===== config.mk =====
export PLATFORM = sky130hd
export DESIGN_NAME = pdhm_monitor
export DESIGN_NICKNAME = d
export VERILOG_FILES = /design/src/inc/pdhm_pkg.sv /design/src/pdhm_monitor.sv
export SDC_FILE = /design/constraint.sdc
export NUM_CORES = 2
export LEC_CHECK = 0
export BUFFER_PORTS_ARGS = -buffer_cell sky130_fd_sc_hd__buf_4
export CAP_MARGIN = 20
export CORE_ASPECT_RATIO = 0.9
export CORE_MARGIN = 5
export CORE_UTILIZATION = 60
export CTS_BUF_LIST = sky130_fd_sc_hd__clkbuf_4
export DETAILED_ROUTE_END_ITERATION = 6
export PLACE_DENSITY = 0.82
export SLEW_MARGIN = 20
export SYNTH_ARGS = -nofsm -noshare
export SYNTH_HDL_FRONTEND = slang
export SYNTH_SLANG_ARGS = --single-unit

===== constraint.sdc =====
create_clock -name REF_CLK_I -period 9 [get_ports REF_CLK_I]
set_input_delay 2.25 -clock REF_CLK_I [delete_from_list [all_inputs] [get_ports REF_CLK_I]]
set_output_delay 2.25 -clock REF_CLK_I [all_outputs]
set_load 0.1 [all_outputs]

===== src/inc/pdhm_pkg.sv =====
package pdhm_pkg;
  // instrument clock and the one-second tick
  localparam int CLK_FREQ_HZ = 50_000_000;
  localparam int TICK_PERIOD_S = 1;
  localparam int TICK_CYCLES_DEF = TICK_PERIOD_S * CLK_FREQ_HZ;

  // default line rate, bits per second (2.048 Mbit/s)
  localparam int LINE_RATE_BPS_DEF = 2_048_000;

  // severe-error threshold: errors * SES_RATIO_DEN >= bits in the second
  localparam logic [63:0] SES_RATIO_DEN = 64'h0000_0000_0000_03e8;

  // consecutive seconds that decide entry to and exit from unavailability
  localparam logic [3:0] UNAV_RUN = 4'ha;

  // standard selection codes
  localparam logic [1:0] STD_FIRST = 2'h0;
  localparam logic [1:0] STD_SECOND = 2'h1;
  localparam logic [1:0] STD_THIRD = 2'h2;

  // objectives in thousandths: pass when count * OBJ_DEN <= obj * available
  localparam logic [63:0] OBJ_DEN = 64'h0000_0000_0000_03e8;
  localparam logic [7:0] ES_OBJ_FIRST = 8'h50;
  localparam logic [7:0] ES_OBJ_SECOND = 8'h28;
  localparam logic [7:0] ES_OBJ_THIRD = 8'h14;
  localparam logic [7:0] SES_OBJ_FIRST = 8'h02;
  localparam logic [7:0] SES_OBJ_SECOND = 8'h02;
  localparam logic [7:0] SES_OBJ_THIRD = 8'h01;

  typedef enum logic [1:0] {
    ST_AVAIL = 2'b01,
    ST_UNAVAIL = 2'b10
  } pdhm_state_t;
endpackage


===== src/pdhm_monitor.sv =====
`timescale 1ns/100ps
module pdhm_monitor import pdhm_pkg::*; #(
  parameter int CW = 32,
  parameter int TICK_CYCLES = TICK_CYCLES_DEF,
  parameter int LINE_RATE_BPS = LINE_RATE_BPS_DEF
) (
  input wire logic REF_CLK_I,
  input wire logic NRST_I,
  input wire logic MEAS_RUN_I,
  input wire logic POWER_OK_I,
  input wire logic ERR_I,
  input wire logic ALARM_IND_I,
  input wire logic LOSS_OF_SIGNAL_I,
  input wire logic [1:0] STD_SEL_I,
  output logic SECOND_TICK_O,
  output logic UNAVAIL_O,
  output logic [CW-1:0] TOTAL_TIME_O,
  output logic [CW-1:0] UNAVAILABLE_TIME_O,
  output logic [CW-1:0] AVAILABLE_TIME_O,
  output logic [CW-1:0] ERRORED_SECOND_COUNT_O,
  output logic [CW-1:0] SEVERE_SECOND_COUNT_O,
  output logic [CW-1:0] ALARM_SECOND_COUNT_O,
  output logic [CW-1:0] ERROR_FREE_SECOND_COUNT_O,
  output logic [CW-1:0] BACKGROUND_ERROR_COUNT_O,
  output logic BACKGROUND_VALID_O,
  output logic ES_PASS_O,
  output logic SES_PASS_O
);

  typedef struct packed {
    logic run_s1;
    logic run_s2;
    logic run_d;
    logic pwr_s1;
    logic pwr_s2;
    logic measuring;
    logic [31:0] tick_cnt;
    logic tick;
    logic [CW-1:0] err_cnt;
    logic alarm_seen;
    pdhm_state_t state;
    logic unav_flag;
    logic [3:0] run_len;
    logic [3:0] p_es;
    logic [3:0] p_ses;
    logic [3:0] p_als;
    logic [3:0] p_efs;
    logic [CW-1:0] p_bbe;
    logic [CW-1:0] total;
    logic [CW-1:0] unav;
    logic [CW-1:0] avail;
    logic [CW-1:0] es;
    logic [CW-1:0] severe_second_count;
    logic [CW-1:0] alarm_second_count;
    logic [CW-1:0] error_free_second_count;
    logic [CW-1:0] bbe;
    logic bbe_valid;
    logic es_pass;
    logic ses_pass;
  } pdhm_regs_t;

  pdhm_regs_t r_q;
  pdhm_regs_t r_d;

  function automatic logic [CW-1:0] ext4(input logic [3:0] v);
    ext4 = {{(CW-4){1'b0}}, v};
  endfunction

  // one count step when the condition held in the closing second
  function automatic logic [3:0] one_if(input logic c);
    one_if = c ? 4'h1 : 4'h0;
  endfunction

  // count/avail <= obj/1000 without a divider; empty available time passes only a zero count
  function automatic logic ratio_ok(input logic [CW-1:0] cnt, input logic [CW-1:0] av, input logic [7:0] obj);
    logic [63:0] lhs;
    logic [63:0] rhs;
    lhs = 64'(cnt) * OBJ_DEN;
    rhs = 64'(av) * 64'(obj);
    ratio_ok = (lhs <= rhs);
  endfunction

  logic [7:0] es_obj;
  logic [7:0] ses_obj;
  logic sec_err;
  logic sec_alarm;
  logic sec_ses;
  logic sec_end;
  logic alarm_now;

  always_comb begin
    case (STD_SEL_I)
      STD_FIRST: begin
        es_obj = ES_OBJ_FIRST;
        ses_obj = SES_OBJ_FIRST;
      end
      STD_SECOND: begin
        es_obj = ES_OBJ_SECOND;
        ses_obj = SES_OBJ_SECOND;
      end
      default: begin
        // code 3 is treated as the third standard
        es_obj = ES_OBJ_THIRD;
        ses_obj = SES_OBJ_THIRD;
      end
    endcase
  end

  assign sec_err = (r_q.err_cnt != '0);
  // either defect marks the whole second as alarmed
  assign alarm_now = ALARM_IND_I || LOSS_OF_SIGNAL_I;
  assign sec_alarm = r_q.alarm_seen;
  // product form avoids a divider in the per-second path
  assign sec_ses = sec_alarm || ((64'(r_q.err_cnt) * SES_RATIO_DEN) >= 64'(LINE_RATE_BPS));
  // a second closes on the tick only while measuring with power present
  assign sec_end = r_q.tick && r_q.measuring && r_q.pwr_s2;

  always_comb begin
    r_d = r_q;
    // run and power are pins: two flops before any logic reads them
    r_d.run_s1 = MEAS_RUN_I;
    r_d.run_s2 = r_q.run_s1;
    r_d.run_d = r_q.run_s2;
    r_d.pwr_s1 = POWER_OK_I;
    r_d.pwr_s2 = r_q.pwr_s1;
    r_d.measuring = r_q.run_s2;

    // one-second tick from the instrument clock
    if (r_q.tick_cnt == 32'(TICK_CYCLES - 1)) begin
      r_d.tick_cnt = '0;
      r_d.tick = 1'b1;
    end else begin
      r_d.tick_cnt = r_q.tick_cnt + 32'h0000_0001;
      r_d.tick = 1'b0;
    end

    // per-second gathering; an event in the closing cycle opens the next second
    if (r_q.tick) begin
      r_d.err_cnt = {{(CW-1){1'b0}}, ERR_I};
      r_d.alarm_seen = alarm_now;
    end else begin
      // saturate so a long burst can never wrap to an error-free count
      if (ERR_I && (r_q.err_cnt != '1)) begin
        r_d.err_cnt = r_q.err_cnt + {{(CW-1){1'b0}}, 1'b1};
      end
      r_d.alarm_seen = r_q.alarm_seen || alarm_now;
    end

    if (sec_end) begin
      r_d.total = r_q.total + ext4(4'h1);
      case (r_q.state)
        ST_AVAIL: begin
          if (sec_ses) begin
            // provisionally available until the run is decided
            r_d.severe_second_count = r_q.severe_second_count + ext4(4'h1);
            r_d.p_ses = r_q.p_ses + 4'h1;
            if (sec_err) begin
              r_d.es = r_q.es + ext4(4'h1);
              r_d.p_es = r_q.p_es + 4'h1;
            end else begin
              r_d.p_es = r_q.p_es;
            end
            if (sec_alarm) begin
              r_d.alarm_second_count = r_q.alarm_second_count + ext4(4'h1);
              r_d.p_als = r_q.p_als + 4'h1;
            end
            r_d.run_len = r_q.run_len + 4'h1;
            if (r_q.run_len + 4'h1 == UNAV_RUN) begin
              // confirmed: take the whole run back out of the available counts
              r_d.es = r_q.es + ext4(one_if(sec_err)) - ext4(r_d.p_es);
              r_d.severe_second_count = r_q.severe_second_count + ext4(4'h1) - ext4(r_d.p_ses);
              r_d.alarm_second_count = r_q.alarm_second_count + ext4(one_if(sec_alarm)) - ext4(r_d.p_als);
              r_d.unav = r_q.unav + ext4(UNAV_RUN);
              r_d.state = ST_UNAVAIL;
              r_d.run_len = '0;
              r_d.p_es = '0;
              r_d.p_ses = '0;
              r_d.p_als = '0;
              r_d.p_efs = '0;
              r_d.p_bbe = '0;
            end
          end else begin
            // a non-severe second breaks the candidate run
            r_d.run_len = '0;
            r_d.p_es = '0;
            r_d.p_ses = '0;
            r_d.p_als = '0;
            if (sec_err) begin
              r_d.es = r_q.es + ext4(4'h1);
            end else begin
              r_d.error_free_second_count = r_q.error_free_second_count + ext4(4'h1);
            end
            r_d.bbe = r_q.bbe + r_q.err_cnt;
          end
        end
        ST_UNAVAIL: begin
          // every second counts unavailable until an end is confirmed
          r_d.unav = r_q.unav + ext4(4'h1);
          if (sec_ses) begin
            // a severe second breaks the exit run
            r_d.run_len = '0;
            r_d.p_es = '0;
            r_d.p_efs = '0;
            r_d.p_bbe = '0;
          end else begin
            r_d.run_len = r_q.run_len + 4'h1;
            r_d.p_es = r_q.p_es + one_if(sec_err);
            r_d.p_efs = r_q.p_efs + one_if(!sec_err);
            r_d.p_bbe = r_q.p_bbe + r_q.err_cnt;
            if (r_q.run_len + 4'h1 == UNAV_RUN) begin
              // confirmed: the run becomes available time, unavailable total drops
              r_d.unav = r_q.unav + ext4(4'h1) - ext4(UNAV_RUN);
              r_d.es = r_q.es + ext4(r_d.p_es);
              r_d.error_free_second_count = r_q.error_free_second_count + ext4(r_d.p_efs);
              r_d.bbe = r_q.bbe + r_d.p_bbe;
              r_d.state = ST_AVAIL;
              r_d.run_len = '0;
              r_d.p_es = '0;
              r_d.p_efs = '0;
              r_d.p_bbe = '0;
            end
          end
        end
        default: begin
          // an illegal state code falls back to available
          r_d.state = ST_AVAIL;
          r_d.run_len = '0;
        end
      endcase
    end

    // rising edge of the run request restarts the whole measurement
    // a pending run is dropped too: the new measurement has no history
    if (r_q.run_s2 && !r_q.run_d) begin
      r_d.tick_cnt = '0;
      r_d.tick = 1'b0;
      r_d.err_cnt = '0;
      r_d.alarm_seen = 1'b0;
      r_d.state = ST_AVAIL;
      r_d.run_len = '0;
      r_d.p_es = '0;
      r_d.p_ses = '0;
      r_d.p_als = '0;
      r_d.p_efs = '0;
      r_d.p_bbe = '0;
      r_d.total = '0;
      r_d.unav = '0;
      r_d.es = '0;
      r_d.severe_second_count = '0;
      r_d.alarm_second_count = '0;
      r_d.error_free_second_count = '0;
      r_d.bbe = '0;
    end

    // results lag the counters by one cycle; the pass flags lag total and unavailable time by two
    r_d.avail = r_q.total - r_q.unav;
    r_d.bbe_valid = (STD_SEL_I == STD_SECOND);
    r_d.es_pass = ratio_ok(r_q.es, r_q.avail, es_obj);
    r_d.ses_pass = ratio_ok(r_q.severe_second_count, r_q.avail, ses_obj);
    // registered copy so the status pin comes straight from a flop
    r_d.unav_flag = (r_d.state == ST_UNAVAIL);
  end

  always_ff @(posedge REF_CLK_I or negedge NRST_I) begin
    if (!NRST_I) begin
      r_q <= '{state: ST_AVAIL, default: '0};
    end else begin
      r_q <= r_d;
    end
  end

  assign SECOND_TICK_O = r_q.tick;
  assign UNAVAIL_O = r_q.unav_flag;
  assign TOTAL_TIME_O = r_q.total;
  assign UNAVAILABLE_TIME_O = r_q.unav;
  assign AVAILABLE_TIME_O = r_q.avail;
  assign ERRORED_SECOND_COUNT_O = r_q.es;
  assign SEVERE_SECOND_COUNT_O = r_q.severe_second_count;
  assign ALARM_SECOND_COUNT_O = r_q.alarm_second_count;
  assign ERROR_FREE_SECOND_COUNT_O = r_q.error_free_second_count;
  assign BACKGROUND_ERROR_COUNT_O = r_q.bbe;
  assign BACKGROUND_VALID_O = r_q.bbe_valid;
  assign ES_PASS_O = r_q.es_pass;
  assign SES_PASS_O = r_q.ses_pass;

endmodule // pdhm_monitor


# --- Yosys cells after proc, flatten, opt, wreduce, memory -nomap -nowiden ---
# Cells that the tools add are included.
word_totals:
  reg_bits: 385
classes:
  add_sub_neg: 27
  mul: 5
  n_lt_le_gt_ge: 3
  eq_ne: 13
  mux: 57
  n_reduce_logical: 25
ops:
  columns: ["op", "count"]
  rows:
  - ["32-bit two-way mux", 11]
  - ["160-bit two-way mux", 2]
  - ["64-bit two-way mux", 5]
  - ["32-bit by 1-bit adder with 32-bit output, second input constant", 8]
  - ["116-bit two-way mux", 2]
  - ["32-bit one-hot mux with 2 select lines", 2]
  - ["64-bit one-hot mux with 2 select lines", 1]
  - ["32-bit by 7-bit multiplier with 39-bit output, second input constant", 3]
  - ["36-bit two-way mux", 3]
  - ["32-bit adder", 3]
  - ["32-bit by 4-bit adder with 32-bit output", 3]
  - ["96-bit two-way mux", 1]
  - ["32-bit by 4-bit subtractor with 32-bit output", 3]
  - ["42-bit by 40-bit <= comparator with 1-bit output", 2]
  - ["32-bit by 8-bit multiplier with 40-bit output", 2]
  - ["36-bit one-hot mux with 2 select lines", 1]
  - ["68-bit two-way mux", 1]
  - ["33-bit two-way mux", 2]
  - ["52-bit two-way mux", 1]
  - ["42-bit by 21-bit >= comparator with 1-bit output, second input constant", 1]
  - ["32-bit by 1-bit adder with 32-bit output", 1]
  - ["32-bit by 4-bit adder with 32-bit output, second input constant", 1]
  - ["32-bit by 26-bit equality test with 1-bit output, second input constant", 1]
  - ["4-bit two-way mux", 8]
  - ["29 further kinds", 62]

# --- Depth between registers and ports, before layout ---
logic_depth:
  depth_word: 12
  depth_mapped: 37
  mapped_depth_nobuf: 36

# --- Worst setup path before layout ---
# OpenSTA, ideal clock, no wires.
synth_path:
  path_type: "input to register"
  from: "in STD_SEL_I[1]"
  to: "reg r_q (netlist bit ES_PASS_O)"
  arrival_time_ns: 8.881
  required_ns: 8.914
  slack_ns: 0.033
  stages: 32
  n_path_buf: 4
  path_cell_list: "clkbuf_1 clkbuf_1 nor2_1 clkbuf_1 clkbuf_1 nand2_1 fa_1 inv_1 fa_1 fa_1 ha_1 ha_1 nor4_1 a211oi_1 a221o_1 a41o_1 a22oi_1 a21oi_1 a211o_1 o31a_1 nand4_1 nand2_1 nor4_1 a21oi_1 xnor2_1 ha_1 nand4_1 nor3_1 nand4_1 o21ai_0 o21ai_0 nor3_1"
synth_lines:
  columns: ["item", "line", "text"]
  rows:
  - ["start, declared", "pdhm_monitor.sv:14", "input wire logic [1:0] STD_SEL_I,"]
  - ["end signal, assigned", "pdhm_monitor.sv:268", "r_q <= r_d;"]
  - ["end, declared", "pdhm_monitor.sv:62", "pdhm_regs_t r_q;"]

==> metrics <==
status=complete, but fails checks; failing checks=DRC; CTS sink cnt=385; DRT antenna net count=0; fillcell total=between 7,000 and 8,000; count of non-filler cells in the finished layout=7,496; most common cell after layout, fill and taps aside=ha_1; CTS tree=yes; Starting DRT DRC Count=4,095; Ys Warns=0; Overflow after GRT=0; kind of critical path=input pin to register; worst path required time=9.91 ns; most frequent cells in the layout=ha_1 (658), inv_1 (553), nand2_1 (462); Hold Crit Class=register to register; sequential share of the synthesized area=0.178; CTS Hold Bufs=0; Pins Over Slew Limit=0; die area=96,400 um^2; RSZ-0062 raised after global routing=false; drt wl/cell=20.8 um; area leader, netlist=dfrtp_1; synthesis-stage register bit count=385; post-CTS setup buffers=0; Synth area leaders=dfrtp_1 (18%), fa_1 (17%), ha_1 (15%); mean post-synth cell area=8.71 um^2; FP Rows=~100; Cells after DPL=approximately 7,300; Port Buffers=roughly 270; Yosys top cell area share=0.177; Peak VDD IR=0.0875 mV; crit start category=input pin; TritonRoute pass-1 iters=7; Yosys cell types=just under 90; Reg clk slew, reported paths=0.08 ns; Max stage delay on crit path=0.53 ns; Max-slew headroom=0.221; Synth Net Count=7,344; GP Congestion=approximately 0.96; CTS buffer count=114; DIE WIDTH=327 um; Gate Count Post-Synth=6,223; Worst Tran Pin Value=1.16 ns; Most used DFF post-synth=dfrtp_1; Resized Gates After CTS=0; Fin Setup TNS=0 ns; vias=~47,000; CP max-delay cell=fa_1; htree depth=3; Core Area=89,500 um^2; FFs w/ async S/R, synth=1.00; antenna violations before repair=4; Final Cycle Share=0.920; Hold WS=0.411 ns; synthesized area=around 54,000 um^2; endpoints failing hold=0; first-pass GRT wire length=247 mm; nets@finish=about 7,400; # IOs=270; WL final=~160 mm; Leak=0.0293 uW; largest net degree at the start of global routing=between 150 and 200; Vias/cell=between 6 and 7; vias in the first global route=between 40,000 and 50,000; Final setup viols=0; HPWL after DPL=between 100 and 150 mm; Fmax achieved=approximately 0.12 GHz; initial core utilization=0.605; Post-synth EDFFs=0; Worst Path Max Fanout=9; Area Overhead vs Synth=5.36%; Core Util, Final=0.638; Root Buffer Master=clkbuf_4; final routed DRC violation total=2; Tot GR Track Use=0.317; worst path arrival time=a little over 9 ns; Die Y-Extent=295 um; post-layout min period=8.28 ns; Cell Pwr Density=76.5 nW/um^2; max-cap violation count=0; worst skew pair latency=1.03 ns; clk buf depth=3; Reg2Reg Setup Slack=0.80 ns; Fin Clk Skew=0.125 ns; post-route total power=4370 uW; Setup crit end kind=register; ratio of cells with drive above 1 in the final layout=0.0915
[synth_stat cells, drive strengths merged, types with 67 or more instances]
| master | n |
|---|---|
| xor2 | 136 |
| dfrtp | 384 |
| fa | 453 |
| a21o | 130 |
| xnor2 | 351 |
| o21ai | 333 |
| buf | 294 |
| nand3 | 177 |
| a21oi | 368 |
| nand4 | 95 |
| a22o | 67 |
| clkbuf | 132 |
| nor3 | 137 |
| inv | 554 |
| nand2 | 462 |
| and2 | 88 |
| nor2 | 459 |
| ha | 659 |
| and3 | 75 |
| nor2b | 68 |
[per-layer routing]
| metal | track usage | up-vias | wire, um |
|---|---|---|---|
| li1 | - | 21600 | - |
| met1 | 0.422 | 22500 | 64500 |
| met2 | 0.504 | 2057 | 69900 |
| met3 | 0.0711 | 384 | 14500 |
| met4 | 0.132 | 0 | 7210 |
| met5 | 0 | - | 0 |
[flip-flops by register name, indices dropped and copies added (netlist names)]
signal,cells
ALARM_SECOND_COUNT_O,32
AVAILABLE_TIME_O,32
BACKGROUND_ERROR_COUNT_O,32
BACKGROUND_VALID_O,1
ERRORED_SECOND_COUNT_O,32
ERROR_FREE_SECOND_COUNT_O,32
ES_PASS_O,1
SECOND_TICK_O,1
SES_PASS_O,1
SEVERE_SECOND_COUNT_O,32
TOTAL_TIME_O,32
UNAVAILABLE_TIME_O,32
UNAVAIL_O,1
r_d,3
r_q,120
sec_alarm,1
[critical path, delay by kind of cell]
kind | cells | cell delay (ns)
AO/OA/AOI/OAI | 11 | 2.42
AND/OR/NAND/NOR | 9 | 1.21
adder cells (fa/ha/maj) | 6 | 2.50
buffers and inverters | 5 | 0.65
XOR/XNOR | 1 | 0.14
[layout make-up]
class / count / area, um^2 / share of cell area
antenna: 3 / 7.51 / 0.000131
clock buffer: 156 / 1170 / 0.0205
clock inverter: 42 / 223 / 0.00390
inverter: 555 / 2080 / 0.0365
multi-input combinational: 4857 / 40000 / 0.700
sequential: 385 / 9640 / 0.169
tap: 1166 / 1460 / 0.0256
timing repair buffer: 332 / 2520 / 0.0442
[per-stage QoR]
| stage | worst slack, ns | area (um^2) |
|---|---|---|
| global route | 0.123 | 57100 |
| detailed placement | -0.190 | 55700 |
| CTS | 0.838 | 57100 |
| finish | 0.722 | 57100 |
| floorplan | 0.0331 | 54200 |
| global placement | 0.0448 | 55700 |
[cell families after synthesis]
family | synth area share
XOR/XNOR | 0.0787
other | 0.0000692
multiplexers | 0.00626
flip-flops | 0.178
AND/OR/NAND/NOR | 0.163
AO/OA/AOI/OAI | 0.169
adder cells (fa/ha/maj) | 0.319
buffers and inverters | 0.0861
[path summary, 6_finish.rpt]
path / to / cells after the start / start
worst max-delay path: ES_PASS_O$_DFF_PN0_ / 32 / STD_SEL_I[1]
worst min-delay path: r_q[380]$_DFF_PN0_ / 0 / r_d[380]$_DFF_PN0_
worst max register to register: BACKGROUND_ERROR_COUNT_O[2]$_DFFE_PN0P_ / 21 / r_q[339]$_DFFE_PN0P_
worst min register to register: r_q[380]$_DFF_PN0_ / 0 / r_d[380]$_DFF_PN0_
max in group asynchronous: TOTAL_TIME_O[29]$_DFFE_PN0P_ / 2 / NRST_I
min in group asynchronous: ALARM_SECOND_COUNT_O[23]$_DFFE_PN0P_ / 1 / NRST_I
[power by group]
| group | switching (uW) | total [uW] | internal (uW) |
|---|---|---|---|
| sequential | 40.2 | 1790 | 1750 |
| combinational | 520 | 843 | 322 |
| clock | 903 | 1740 | 834 |
No activity file was read; power rests on OpenSTA's default activity.
